File: src/rtl/owd_pkg.sv
package owd_pkg;
  // Register indexes; the byte address on the bus is four times the index.
  localparam logic [15:0] IDX_CONTROL = 16'hF020;
  localparam logic [15:0] IDX_DIV_CURRENT = 16'hF021;
  localparam logic [15:0] IDX_DIV_LIMIT = 16'hF022;
  localparam logic [15:0] IDX_TIMEOUT = 16'hF023;
  localparam logic [15:0] IDX_FIRED = 16'hF024;
  localparam logic [15:0] IDX_IRQ_STATUS = 16'hF025;
  localparam logic [15:0] IDX_IRQ_MASK = 16'hF026;

  // Field positions.
  localparam int CTL_COUNT_EN_BIT = 0;
  localparam int CTL_ARM_BIT = 1;
  localparam int FIRED_BIT = 0;
  localparam int IRQ_FIRED_BIT = 0;
  localparam int IRQ_WRAP_BIT = 1;

  // Widths.
  localparam int DIV_W = 16;
  localparam int TIMEOUT_W = 12;
  localparam int IRQ_W = 2;

  // Reset values.
  localparam logic [15:0] DIV_CURRENT_RST = 16'h0000;
  localparam logic [15:0] DIV_LIMIT_RST = 16'hFFFF;
  localparam logic [11:0] TIMEOUT_RST = 12'hFFF;
  localparam logic CTL_COUNT_EN_RST = 1'b0;
  localparam logic CTL_ARM_RST = 1'b0;

  // Bus encodings.
  localparam logic [2:0] HSIZE_WORD = 3'h2;
  localparam logic HRESP_OKAY = 1'b0;
endpackage

File: src/rtl/owd_cnt_if.sv
interface owd_cnt_if #(
  parameter int PW = owd_pkg::DIV_W,
  parameter int CW = owd_pkg::TIMEOUT_W
);
  logic run;
  logic osc_edge;
  logic load;
  logic [CW-1:0] load_val;
  logic [PW-1:0] wrap_limit;
  logic [PW-1:0] presc;
  logic [CW-1:0] count;
  logic wrap_tick;

  modport ctrl (output run, osc_edge, load, load_val, wrap_limit, input presc, count, wrap_tick);
  modport core (input run, osc_edge, load, load_val, wrap_limit, output presc, count, wrap_tick);
endinterface

File: src/rtl/owd_countdown.sv
module owd_countdown #(
  parameter int PW = owd_pkg::DIV_W,
  parameter int CW = owd_pkg::TIMEOUT_W
) (
  // Clock and reset.
  input wire logic hclk,
  input wire logic hresetn,
  // Synchronous chip reset from the reset controller.
  input wire logic sync_clr,
  // Control and counts.
  owd_cnt_if.core cif
);
  typedef struct packed {
    logic [PW-1:0] presc;
    logic [CW-1:0] count;
    logic tick;
  } owd_cd_state_t;

  localparam owd_cd_state_t CD_RST = '{presc: PW'(owd_pkg::DIV_CURRENT_RST),
                                       count: CW'(owd_pkg::TIMEOUT_RST), tick: 1'b0};

  owd_cd_state_t st_reg;
  owd_cd_state_t st_next;

  // Widths below one bit cannot hold a count.
  if (PW < 1 || CW < 1 || PW > 16 || CW > 16) begin : g_bad_width
    $error("owd_countdown: widths must lie between 1 and 16");
  end

  // Prescaler and timeout countdown.
  always_comb begin
    st_next = st_reg;
    st_next.tick = 1'b0;
    if (cif.run && cif.osc_edge) begin
      if (st_reg.presc == cif.wrap_limit) begin
        st_next.presc = '0;
        st_next.count = st_reg.count - CW'(1);
        st_next.tick = 1'b1;
      end else begin
        st_next.presc = st_reg.presc + PW'(1);
      end
    end
    if (cif.load) begin
      st_next.count = cif.load_val;
    end
    if (sync_clr) begin
      st_next = CD_RST;
    end
  end

  // State register.
  always_ff @(posedge hclk or negedge hresetn) begin
    if (!hresetn) begin
      st_reg <= CD_RST;
    end else begin
      st_reg <= st_next;
    end
  end

  assign cif.presc = st_reg.presc;
  assign cif.count = st_reg.count;
  assign cif.wrap_tick = st_reg.tick;

  chk_wrap_clears_decrements: assert property (@(posedge hclk) disable iff (!hresetn)
    cif.run && cif.osc_edge && st_reg.presc == cif.wrap_limit && !cif.load && !sync_clr
    |=> st_reg.presc == '0 && st_reg.count == CW'($past(st_reg.count) - CW'(1)) && cif.wrap_tick)
    else $error("prescaler wrap did not clear and decrement");

  chk_presc_increments: assert property (@(posedge hclk) disable iff (!hresetn)
    cif.run && cif.osc_edge && st_reg.presc != cif.wrap_limit && !sync_clr
    |=> st_reg.presc == PW'($past(st_reg.presc) + PW'(1)))
    else $error("prescaler did not advance on an oscillator edge");

  chk_halt_holds: assert property (@(posedge hclk) disable iff (!hresetn)
    !cif.run && !cif.load && !sync_clr |=> $stable(st_reg.presc) && $stable(st_reg.count))
    else $error("counts moved while counting is halted");

  chk_load_applies: assert property (@(posedge hclk) disable iff (!hresetn)
    cif.load && !sync_clr |=> st_reg.count == $past(cif.load_val))
    else $error("written timeout count not taken");
endmodule

File: src/rtl/owd_top.sv
// Contract
// - After reset counting and chip-reset arming are both off.
// - Control bit 0 runs the prescaler and countdown; zero halts them.
// - Control bit 1 arms the chip reset on expiry.
// - Read-only prescaler count adds one on each rising oscillator edge.
// - At the wrap limit the prescaler clears and the count decrements together.
// - The wrap limit divides the oscillator by limit plus one.
// - Timeout count resets to 0xFFF; at zero, if armed, the chip resets.
// - Twelve-bit count times sixteen-bit prescaler gives the longest timeout.
// - Fired status bit 0 sets on firing; only power-on reset clears it.
module owd_top #(
  parameter int PW = owd_pkg::DIV_W,
  parameter int CW = owd_pkg::TIMEOUT_W
) (
  // Clock and power-on reset.
  input wire logic hclk,
  input wire logic hresetn,
  // AHB-Lite slave.
  input wire logic hsel,
  input wire logic [31:0] haddr,
  input wire logic [1:0] htrans,
  input wire logic hwrite,
  input wire logic [2:0] hsize,
  input wire logic [31:0] hwdata,
  input wire logic hready,
  output logic [31:0] hrdata,
  output logic hreadyout,
  output logic hresp,
  // Oscillator and chip reset.
  input wire logic osc_input_pin,
  input wire logic wdt_chip_reset,
  output logic chip_reset_req,
  // Interrupt.
  output logic irq
);
  typedef struct packed {
    logic osc_s1;
    logic osc_s2;
    logic osc_s3;
    logic ctl_en;
    logic ctl_arm;
    logic [PW-1:0] wrap_limit;
    logic fired;
    logic rst_req;
    logic [owd_pkg::IRQ_W-1:0] irq_stat;
    logic [owd_pkg::IRQ_W-1:0] irq_mask;
    logic dp_wr;
    logic [15:0] dp_idx;
    logic [31:0] rdata;
  } owd_state_t;

  localparam owd_state_t TOP_RST = '{osc_s1: 1'b0, osc_s2: 1'b0, osc_s3: 1'b0,
    ctl_en: owd_pkg::CTL_COUNT_EN_RST, ctl_arm: owd_pkg::CTL_ARM_RST,
    wrap_limit: PW'(owd_pkg::DIV_LIMIT_RST), fired: 1'b0, rst_req: 1'b0,
    irq_stat: '0, irq_mask: '0, dp_wr: 1'b0, dp_idx: 16'h0000, rdata: 32'h0000_0000};

  owd_state_t st_reg;
  owd_state_t st_next;
  logic addr_ok;
  logic wr_ctl;
  logic wr_limit;
  logic wr_irq_stat;
  logic wr_irq_mask;
  logic fire;
  logic [owd_pkg::IRQ_W-1:0] irq_set;

  owd_cnt_if #(.PW(PW), .CW(CW)) cif ();

  // The register map holds sixteen data bits at most.
  // count and prescaler widths
  if (PW < 1 || CW < 1 || PW > 16 || CW > 16) begin : g_bad_width
    $error("owd_top: widths must lie between 1 and 16");
  end

  owd_countdown #(.PW(PW), .CW(CW)) u_countdown (
    .hclk(hclk),
    .hresetn(hresetn),
    .sync_clr(wdt_chip_reset),
    .cif(cif)
  );

  // A word access inside the low address window is taken; all others read zero.
  assign addr_ok = hsel && htrans[1] && hready && hsize == owd_pkg::HSIZE_WORD
                   && haddr[1:0] == 2'b00 && haddr[31:18] == 14'h0000;

  // Write strobes in the data phase.
  assign wr_ctl = st_reg.dp_wr && st_reg.dp_idx == owd_pkg::IDX_CONTROL;
  assign wr_limit = st_reg.dp_wr && st_reg.dp_idx == owd_pkg::IDX_DIV_LIMIT;
  assign wr_irq_stat = st_reg.dp_wr && st_reg.dp_idx == owd_pkg::IDX_IRQ_STATUS;
  assign wr_irq_mask = st_reg.dp_wr && st_reg.dp_idx == owd_pkg::IDX_IRQ_MASK;

  // Counter controls; a timeout write loads the countdown at the data-phase edge.
  assign cif.run = st_reg.ctl_en;
  assign cif.osc_edge = st_reg.osc_s2 && !st_reg.osc_s3;
  assign cif.wrap_limit = st_reg.wrap_limit;
  assign cif.load = st_reg.dp_wr && st_reg.dp_idx == owd_pkg::IDX_TIMEOUT;
  assign cif.load_val = hwdata[CW-1:0];

  assign fire = st_reg.ctl_arm && cif.count == '0;

  // Events that raise interrupt status.
  always_comb begin
    irq_set = '0;
    irq_set[owd_pkg::IRQ_FIRED_BIT] = fire;
    irq_set[owd_pkg::IRQ_WRAP_BIT] = cif.wrap_tick;
  end

  // Next state: synchroniser, registers, events and the bus.
  always_comb begin
    st_next = st_reg;
    st_next.osc_s1 = osc_input_pin;
    st_next.osc_s2 = st_reg.osc_s1;
    st_next.osc_s3 = st_reg.osc_s2;
    if (wr_ctl) begin
      st_next.ctl_en = hwdata[owd_pkg::CTL_COUNT_EN_BIT];
      st_next.ctl_arm = hwdata[owd_pkg::CTL_ARM_BIT];
    end
    if (wr_limit) begin
      st_next.wrap_limit = hwdata[PW-1:0];
    end
    if (wr_irq_mask) begin
      st_next.irq_mask = hwdata[owd_pkg::IRQ_W-1:0];
    end
    // Writing one clears a status bit; a new event in the same cycle wins.
    if (wr_irq_stat) begin
      st_next.irq_stat = st_reg.irq_stat & ~hwdata[owd_pkg::IRQ_W-1:0];
    end
    st_next.irq_stat = st_next.irq_stat | irq_set;
    if (fire) begin
      st_next.rst_req = 1'b1;
    end
    if (fire) begin
      st_next.fired = 1'b1;
    end
    if (wdt_chip_reset) begin
      st_next.ctl_en = owd_pkg::CTL_COUNT_EN_RST;
      st_next.ctl_arm = owd_pkg::CTL_ARM_RST;
      st_next.wrap_limit = PW'(owd_pkg::DIV_LIMIT_RST);
      st_next.rst_req = 1'b0;
      st_next.irq_stat = '0;
      st_next.irq_mask = '0;
    end
    // Address phase capture; read data reflects writes landing this cycle.
    st_next.dp_wr = addr_ok && hwrite;
    st_next.dp_idx = haddr[17:2];
    st_next.rdata = 32'h0000_0000;
    if (addr_ok && !hwrite) begin
      unique case (haddr[17:2])
        owd_pkg::IDX_CONTROL: begin
          st_next.rdata[owd_pkg::CTL_COUNT_EN_BIT] = st_next.ctl_en;
          st_next.rdata[owd_pkg::CTL_ARM_BIT] = st_next.ctl_arm;
        end
        owd_pkg::IDX_DIV_CURRENT: st_next.rdata = 32'(cif.presc);
        owd_pkg::IDX_DIV_LIMIT: st_next.rdata = 32'(st_next.wrap_limit);
        owd_pkg::IDX_TIMEOUT: st_next.rdata = cif.load ? 32'(cif.load_val) : 32'(cif.count);
        owd_pkg::IDX_FIRED: st_next.rdata[owd_pkg::FIRED_BIT] = st_next.fired;
        owd_pkg::IDX_IRQ_STATUS: st_next.rdata = 32'(st_next.irq_stat);
        owd_pkg::IDX_IRQ_MASK: st_next.rdata = 32'(st_next.irq_mask);
        default: st_next.rdata = 32'h0000_0000;
      endcase
    end
  end

  // State register; only power-on reset clears the fired flag.
  always_ff @(posedge hclk or negedge hresetn) begin
    if (!hresetn) begin
      st_reg <= TOP_RST;
    end else begin
      st_reg <= st_next;
    end
  end

  // Bus answers without wait states and always with OKAY.
  assign hrdata = st_reg.rdata;
  assign hreadyout = 1'b1;
  assign hresp = owd_pkg::HRESP_OKAY;
  assign chip_reset_req = st_reg.rst_req;
  assign irq = |(st_reg.irq_stat & st_reg.irq_mask);

  chk_fire_requests_reset: assert property (@(posedge hclk) disable iff (!hresetn)
    st_reg.ctl_arm && cif.count == '0 && !wdt_chip_reset |=> chip_reset_req && st_reg.fired)
    else $error("armed expiry did not request chip reset");

  chk_unarmed_no_reset: assert property (@(posedge hclk) disable iff (!hresetn)
    !st_reg.ctl_arm && !chip_reset_req |=> !chip_reset_req)
    else $error("chip reset requested while disarmed");

  chk_fired_sticky: assert property (@(posedge hclk) disable iff (!hresetn)
    st_reg.fired |=> st_reg.fired [*2])
    else $error("fired flag cleared without power-on reset");

  chk_chip_reset_disarms: assert property (@(posedge hclk) disable iff (!hresetn)
    wdt_chip_reset |=> !st_reg.ctl_en && !st_reg.ctl_arm && !chip_reset_req)
    else $error("chip reset left the watchdog running");

  chk_ctl_write_steers: assert property (@(posedge hclk) disable iff (!hresetn)
    wr_ctl && !wdt_chip_reset |=> cif.run == $past(hwdata[owd_pkg::CTL_COUNT_EN_BIT]))
    else $error("control write did not steer counting");

  chk_irq_follows_event: assert property (@(posedge hclk) disable iff (!hresetn)
    cif.wrap_tick && st_reg.irq_mask[owd_pkg::IRQ_WRAP_BIT] && !wdt_chip_reset && !wr_irq_mask |=> irq)
    else $error("masked-in wrap event did not raise irq");

  chk_read_timeout: assert property (@(posedge hclk) disable iff (!hresetn)
    addr_ok && !hwrite && haddr[17:2] == owd_pkg::IDX_TIMEOUT && !cif.load
    |=> hrdata == 32'($past(cif.count)))
    else $error("timeout count read back wrong");

  cov_armed_fire: cover property (@(posedge hclk) disable iff (!hresetn) $rose(chip_reset_req));
  cov_debug_wrap: cover property (@(posedge hclk) disable iff (!hresetn) cif.wrap_tick && !st_reg.ctl_arm);
  cov_refresh_count: cover property (@(posedge hclk) disable iff (!hresetn) cif.load && st_reg.ctl_en);
  cov_irq_raised: cover property (@(posedge hclk) disable iff (!hresetn) $rose(irq));
endmodule

File: config.mk
export PLATFORM = sky130hd
export DESIGN_NAME = owd_top
export DESIGN_NICKNAME = d
export VERILOG_FILES = /design/src/rtl/owd_pkg.sv /design/src/rtl/owd_cnt_if.sv /design/src/rtl/owd_countdown.sv /design/src/rtl/owd_top.sv
export SDC_FILE = /design/constraint.sdc
export NUM_CORES = 1
export LEC_CHECK = 0
export BUFFER_PORTS_ARGS = -buffer_cell sky130_fd_sc_hd__buf_2
export CORE_ASPECT_RATIO = 0.6
export CORE_MARGIN = 3
export CORE_UTILIZATION = 50
export DETAILED_ROUTE_END_ITERATION = 16
export PLACE_DENSITY = 0.84
export SETUP_SLACK_MARGIN = 0.2
export SLEW_MARGIN = 20
export SYNTH_ARGS = -nofsm -noshare
export SYNTH_HDL_FRONTEND = slang
export SYNTH_SLANG_ARGS = --single-unit
File: constraint.sdc
create_clock -name hclk -period 2.6 [get_ports hclk]
set_input_delay 0.26 -clock hclk [delete_from_list [all_inputs] [get_ports hclk]]
set_output_delay 0.26 -clock hclk [all_outputs]
set_load 0.1 [all_outputs]
==> run_results.csv <==
group,metric,value,unit
yosys,yosysTopAreaCellShare,29.89,%
sta,fin_crit,2302,ps
yosys,ys_dominant_reg_cell,"dfrtp_1",
clock_network,clk_latency,340,ps
finish,largest_reg_flops,24,
floorplanning,die_h,84.28,um
sta,post-route-period-util,88.53,%
routing,vias_per_cell,6.131,
finish,final_layout_size_suffix_gt1_share,32.46,%
floorplanning,start_util,53.41,%
clock_network,cts.htree.levels,3,
floorplanning,boundaryPins,112,
placed_design,gp_congestion,0.9159,
finish,final_cells,700,
status,outcome,"completed",
clock_network,clock-sinks,89,
yosys,synth_area_leaders,"dfrtp_1, dfstp_2, buf_4",
placed_design,placed_cells_incl_taps,681,
grt,grt_use_total,23.19,%
yosys,post_synth_num_cell_types,71,
worst_setup_path,end_kind,"flop",
finish,diodes,0,
floorplanning,fp.dieW,136.5,um
routing,drtPass1Iterations,5,
min_path,worstHoldStart,"osc_input_pin",
routing,route.detailed.drc,0,
sta,max_freq,434.4,MHz
yosys,synth-edff-count,0,
finish,num-fill-cells,760,
sta,slew_headroom,55.92,%
yosys,netlist_area,0.005106,sq mm
yosys,ys_warn_count,0,
min_path,hold_end,"st_next[74]",
finish,areaGrowthSynthToFinish,13.35,%
worst_setup_path,critical_path.max_stage_delay,400,ps
flow_run,maxCapViolCount,0,
clock_network,clk_pin_slew,70,ps
floorplanning,core,0.009560,sq mm
clock_network,cts_made_buffers,9,
sta,tns,0,ps
min_path,hp-class,"in -> reg",
worst_setup_path,cp_data_required_time,2800,ps
power_and_ir_drop,vdd_drop_max,0.3513,mV
yosys,ys_ff_latch,89,
sta,setup_viol,0,
placed_design,dpl.hpwl,9543,um
routing,drt.antenna.violating_nets,0,
yosys,postSynthCellCount,506,
worst_setup_path,critical_path_class,"reg -> reg",
clock_network,cts_tree,"done",
floorplanning,dieArea,0.01150,sq mm
sta,tightest_slew,655.2,ps
routing,wire_per_inst,18.92,um
grt,overflow,0,
worst_setup_path,reg2reg_to,"hrdata[0]",
yosys,ys_seq_area_share,44.30,%
yosys,yosysTopAreaCell,"dfrtp_1",
worst_setup_path,worst_r2r_startpoint,"st_reg[35]",
yosys,synthArstFlopShare,100.0,%
worst_setup_path,startpoint_type,"flop",
clock_network,cts_buffer_depth,2,
worst_setup_path,r2r_slack,300,ps
grt,grt_max_degree,61,
finish,fin_nets,644,
grt,grt_pass1_vias,4133,
routing,routed_wl,13250,um
grt,grt_pass1_wl,20910,um
placed_design,io_buffers,76,
yosys,synth_area_per_cell,10.09,sq um
worst_setup_path,arrival,2500,ps
routing,drtIter0Drc,485,
clock_network,root_buffer,"clkbuf_16",
worst_setup_path,crit_fanout,5,
worst_setup_path,slowest_stage,"dfrtp_1",
floorplanning,num_rows,27,
power_and_ir_drop,p_leak,2.571,nW
power_and_ir_drop,power_density,522.1,mW/mm^2
grt,antenna_found_initial,0,
sta,finalMaxSlewViolations,0,
routing,vias,4292,
min_path,min_path_cells,1,
sta,finClkSkew,8.719,ps
sta,hold_viol_final,0,
sta,rsz0062_at_grt,"no",
worst_setup_path,r2r_cells,6,
worst_setup_path,cp_cell_sequence,"nor4b_4, and4_4, nand3_1, mux2_1, a222oi_1, a31oi_1",
-- metal layers --
layer | up-vias | track usage (%) | wire length [um]
met3 | 37 | 5.928 | 1425
met1 | 2072 | 33.61 | 5614
met5 | - | 0 | 0
met4 | 0 | 6.770 | 281
met2 | 294 | 34.32 | 5925
li1 | 1889 | - | -
-- stage by stage --
stage	setup WS, ps	util [%]	area (sq um)	total power, mW	hold WS, ps
after floorplan	576.6	-	5166	1.635	-35.59
after global placement	283.4	56.84	5434	1.715	210.8
after detailed placement	251.6	56.84	5434	1.723	213.7
after CTS	235.3	60.14	5749	3.033	17.23
after global routing	225.8	60.54	5788	3.114	12.00
final	298.2	60.54	5788	3.022	24.11
-- synthesized netlist by cell type (all sizes together) (3+ instances only) --
master	count
xnor2	18
nand3	17
a211oi	3
inv	9
nor2	29
nor4b	6
nand2b	4
buf	49
o211ai	3
and2	6
nand4	14
nand2	42
nor3	22
nor3b	8
mux2i	16
xor2	7
ha	3
o21ai	19
dfrtp	61
mux2	16
clkbuf	15
or3	5
a21oi	21
a21o	8
a22oi	12
nor4	11
or4	3
and4	3
and3	8
a211o	14
dfstp	28
-- cell families after synthesis --
family | after synthesis | share of synthesized area, %
mux | 32 | 6.738
fa+ha+maj | 3 | 0.7352
other cells | 2 | 0.1471
xor+xnor | 25 | 4.729
flops | 89 | 44.30
buf+inv | 73 | 8.846
simple gates | 188 | 21.17
compound gates | 94 | 13.33
-- layout make-up --
class / count / area, sq um / share of cell area, %
Clock buffer: 10 / 239.0 / 4.129
Clock inverter: 6 / 66.31 / 1.146
Inverter: 9 / 33.78 / 0.5837
Multi-Input combinational cell: 360 / 2472 / 42.72
Sequential cell: 89 / 2262 / 39.08
Tap cell: 130 / 162.7 / 2.810
Timing Repair Buffer: 96 / 551.8 / 9.533
-- placed cells by master (no fill, tap or decap), types with 3 or more instances in the layout --
| cell | count |
|---|---|
| buf_2 | 75 |
| mux2_2 | 14 |
| dfstp_2 | 28 |
| nand3_1 | 15 |
| ha_1 | 3 |
| nor3_1 | 22 |
| a22oi_1 | 12 |
| nor2_1 | 29 |
| or3_1 | 4 |
| a21oi_2 | 10 |
| nand4_1 | 12 |
| clkbuf_16 | 9 |
| nor3b_1 | 7 |
| o21ai_0 | 16 |
| xor2_1 | 7 |
| nor4_1 | 9 |
| a21o_1 | 7 |
| buf_4 | 18 |
| mux2i_1 | 16 |
| nand2_1 | 41 |
| o21ai_1 | 3 |
| xnor2_2 | 3 |
| nand2b_1 | 4 |
| nor4b_1 | 4 |
| and3_1 | 7 |
| a211o_1 | 14 |
| dfrtp_1 | 61 |
| and2_1 | 6 |
| xnor2_1 | 15 |
| o211ai_1 | 3 |
| inv_1 | 9 |
| a21oi_1 | 11 |
| conb_1 | 18 |
-- worst max-delay path, delay by kind of cell (launching register included) --
family | cells | cell delay (ps)
simple gates | 3 | 800
compound gates | 2 | 580
flops | 1 | 400
mux | 1 | 390
-- where the power goes --
| part | leakage, nW | switching, mW | internal [mW] |
|---|---|---|---|
| Sequential | 1.10 | 0.0183 | 1.41 |
| Clock | 0.153 | 0.541 | 0.774 |
| Combinational | 1.32 | 0.213 | 0.0645 |
-- what timing repair did --
action | 4_1_cts | 5_1_grt
setup endpoints to repair | 0 | 11
gates resized for setup | 0 | 5
hold buffers | 1 | 0
setup buffers | 0 | 2
endpoints found under the hold margin | 22 | 0
-- how the worst max path moves through the flow --
stage                                         start                        end
final                                    st_reg[35]                  hrdata[0]
after global routing      u_countdown.cif.presc[10]  u_countdown.cif.count[10]
after CTS                                st_reg[35]                  hrdata[0]
after detailed placement                 st_reg[35]                  hrdata[0]
after global placement                     hsize[2]                  hrdata[4]
after floorplan                  cif.wrap_limit[12]   u_countdown.cif.presc[9]
No activity file was read; power rests on OpenSTA's default activity.
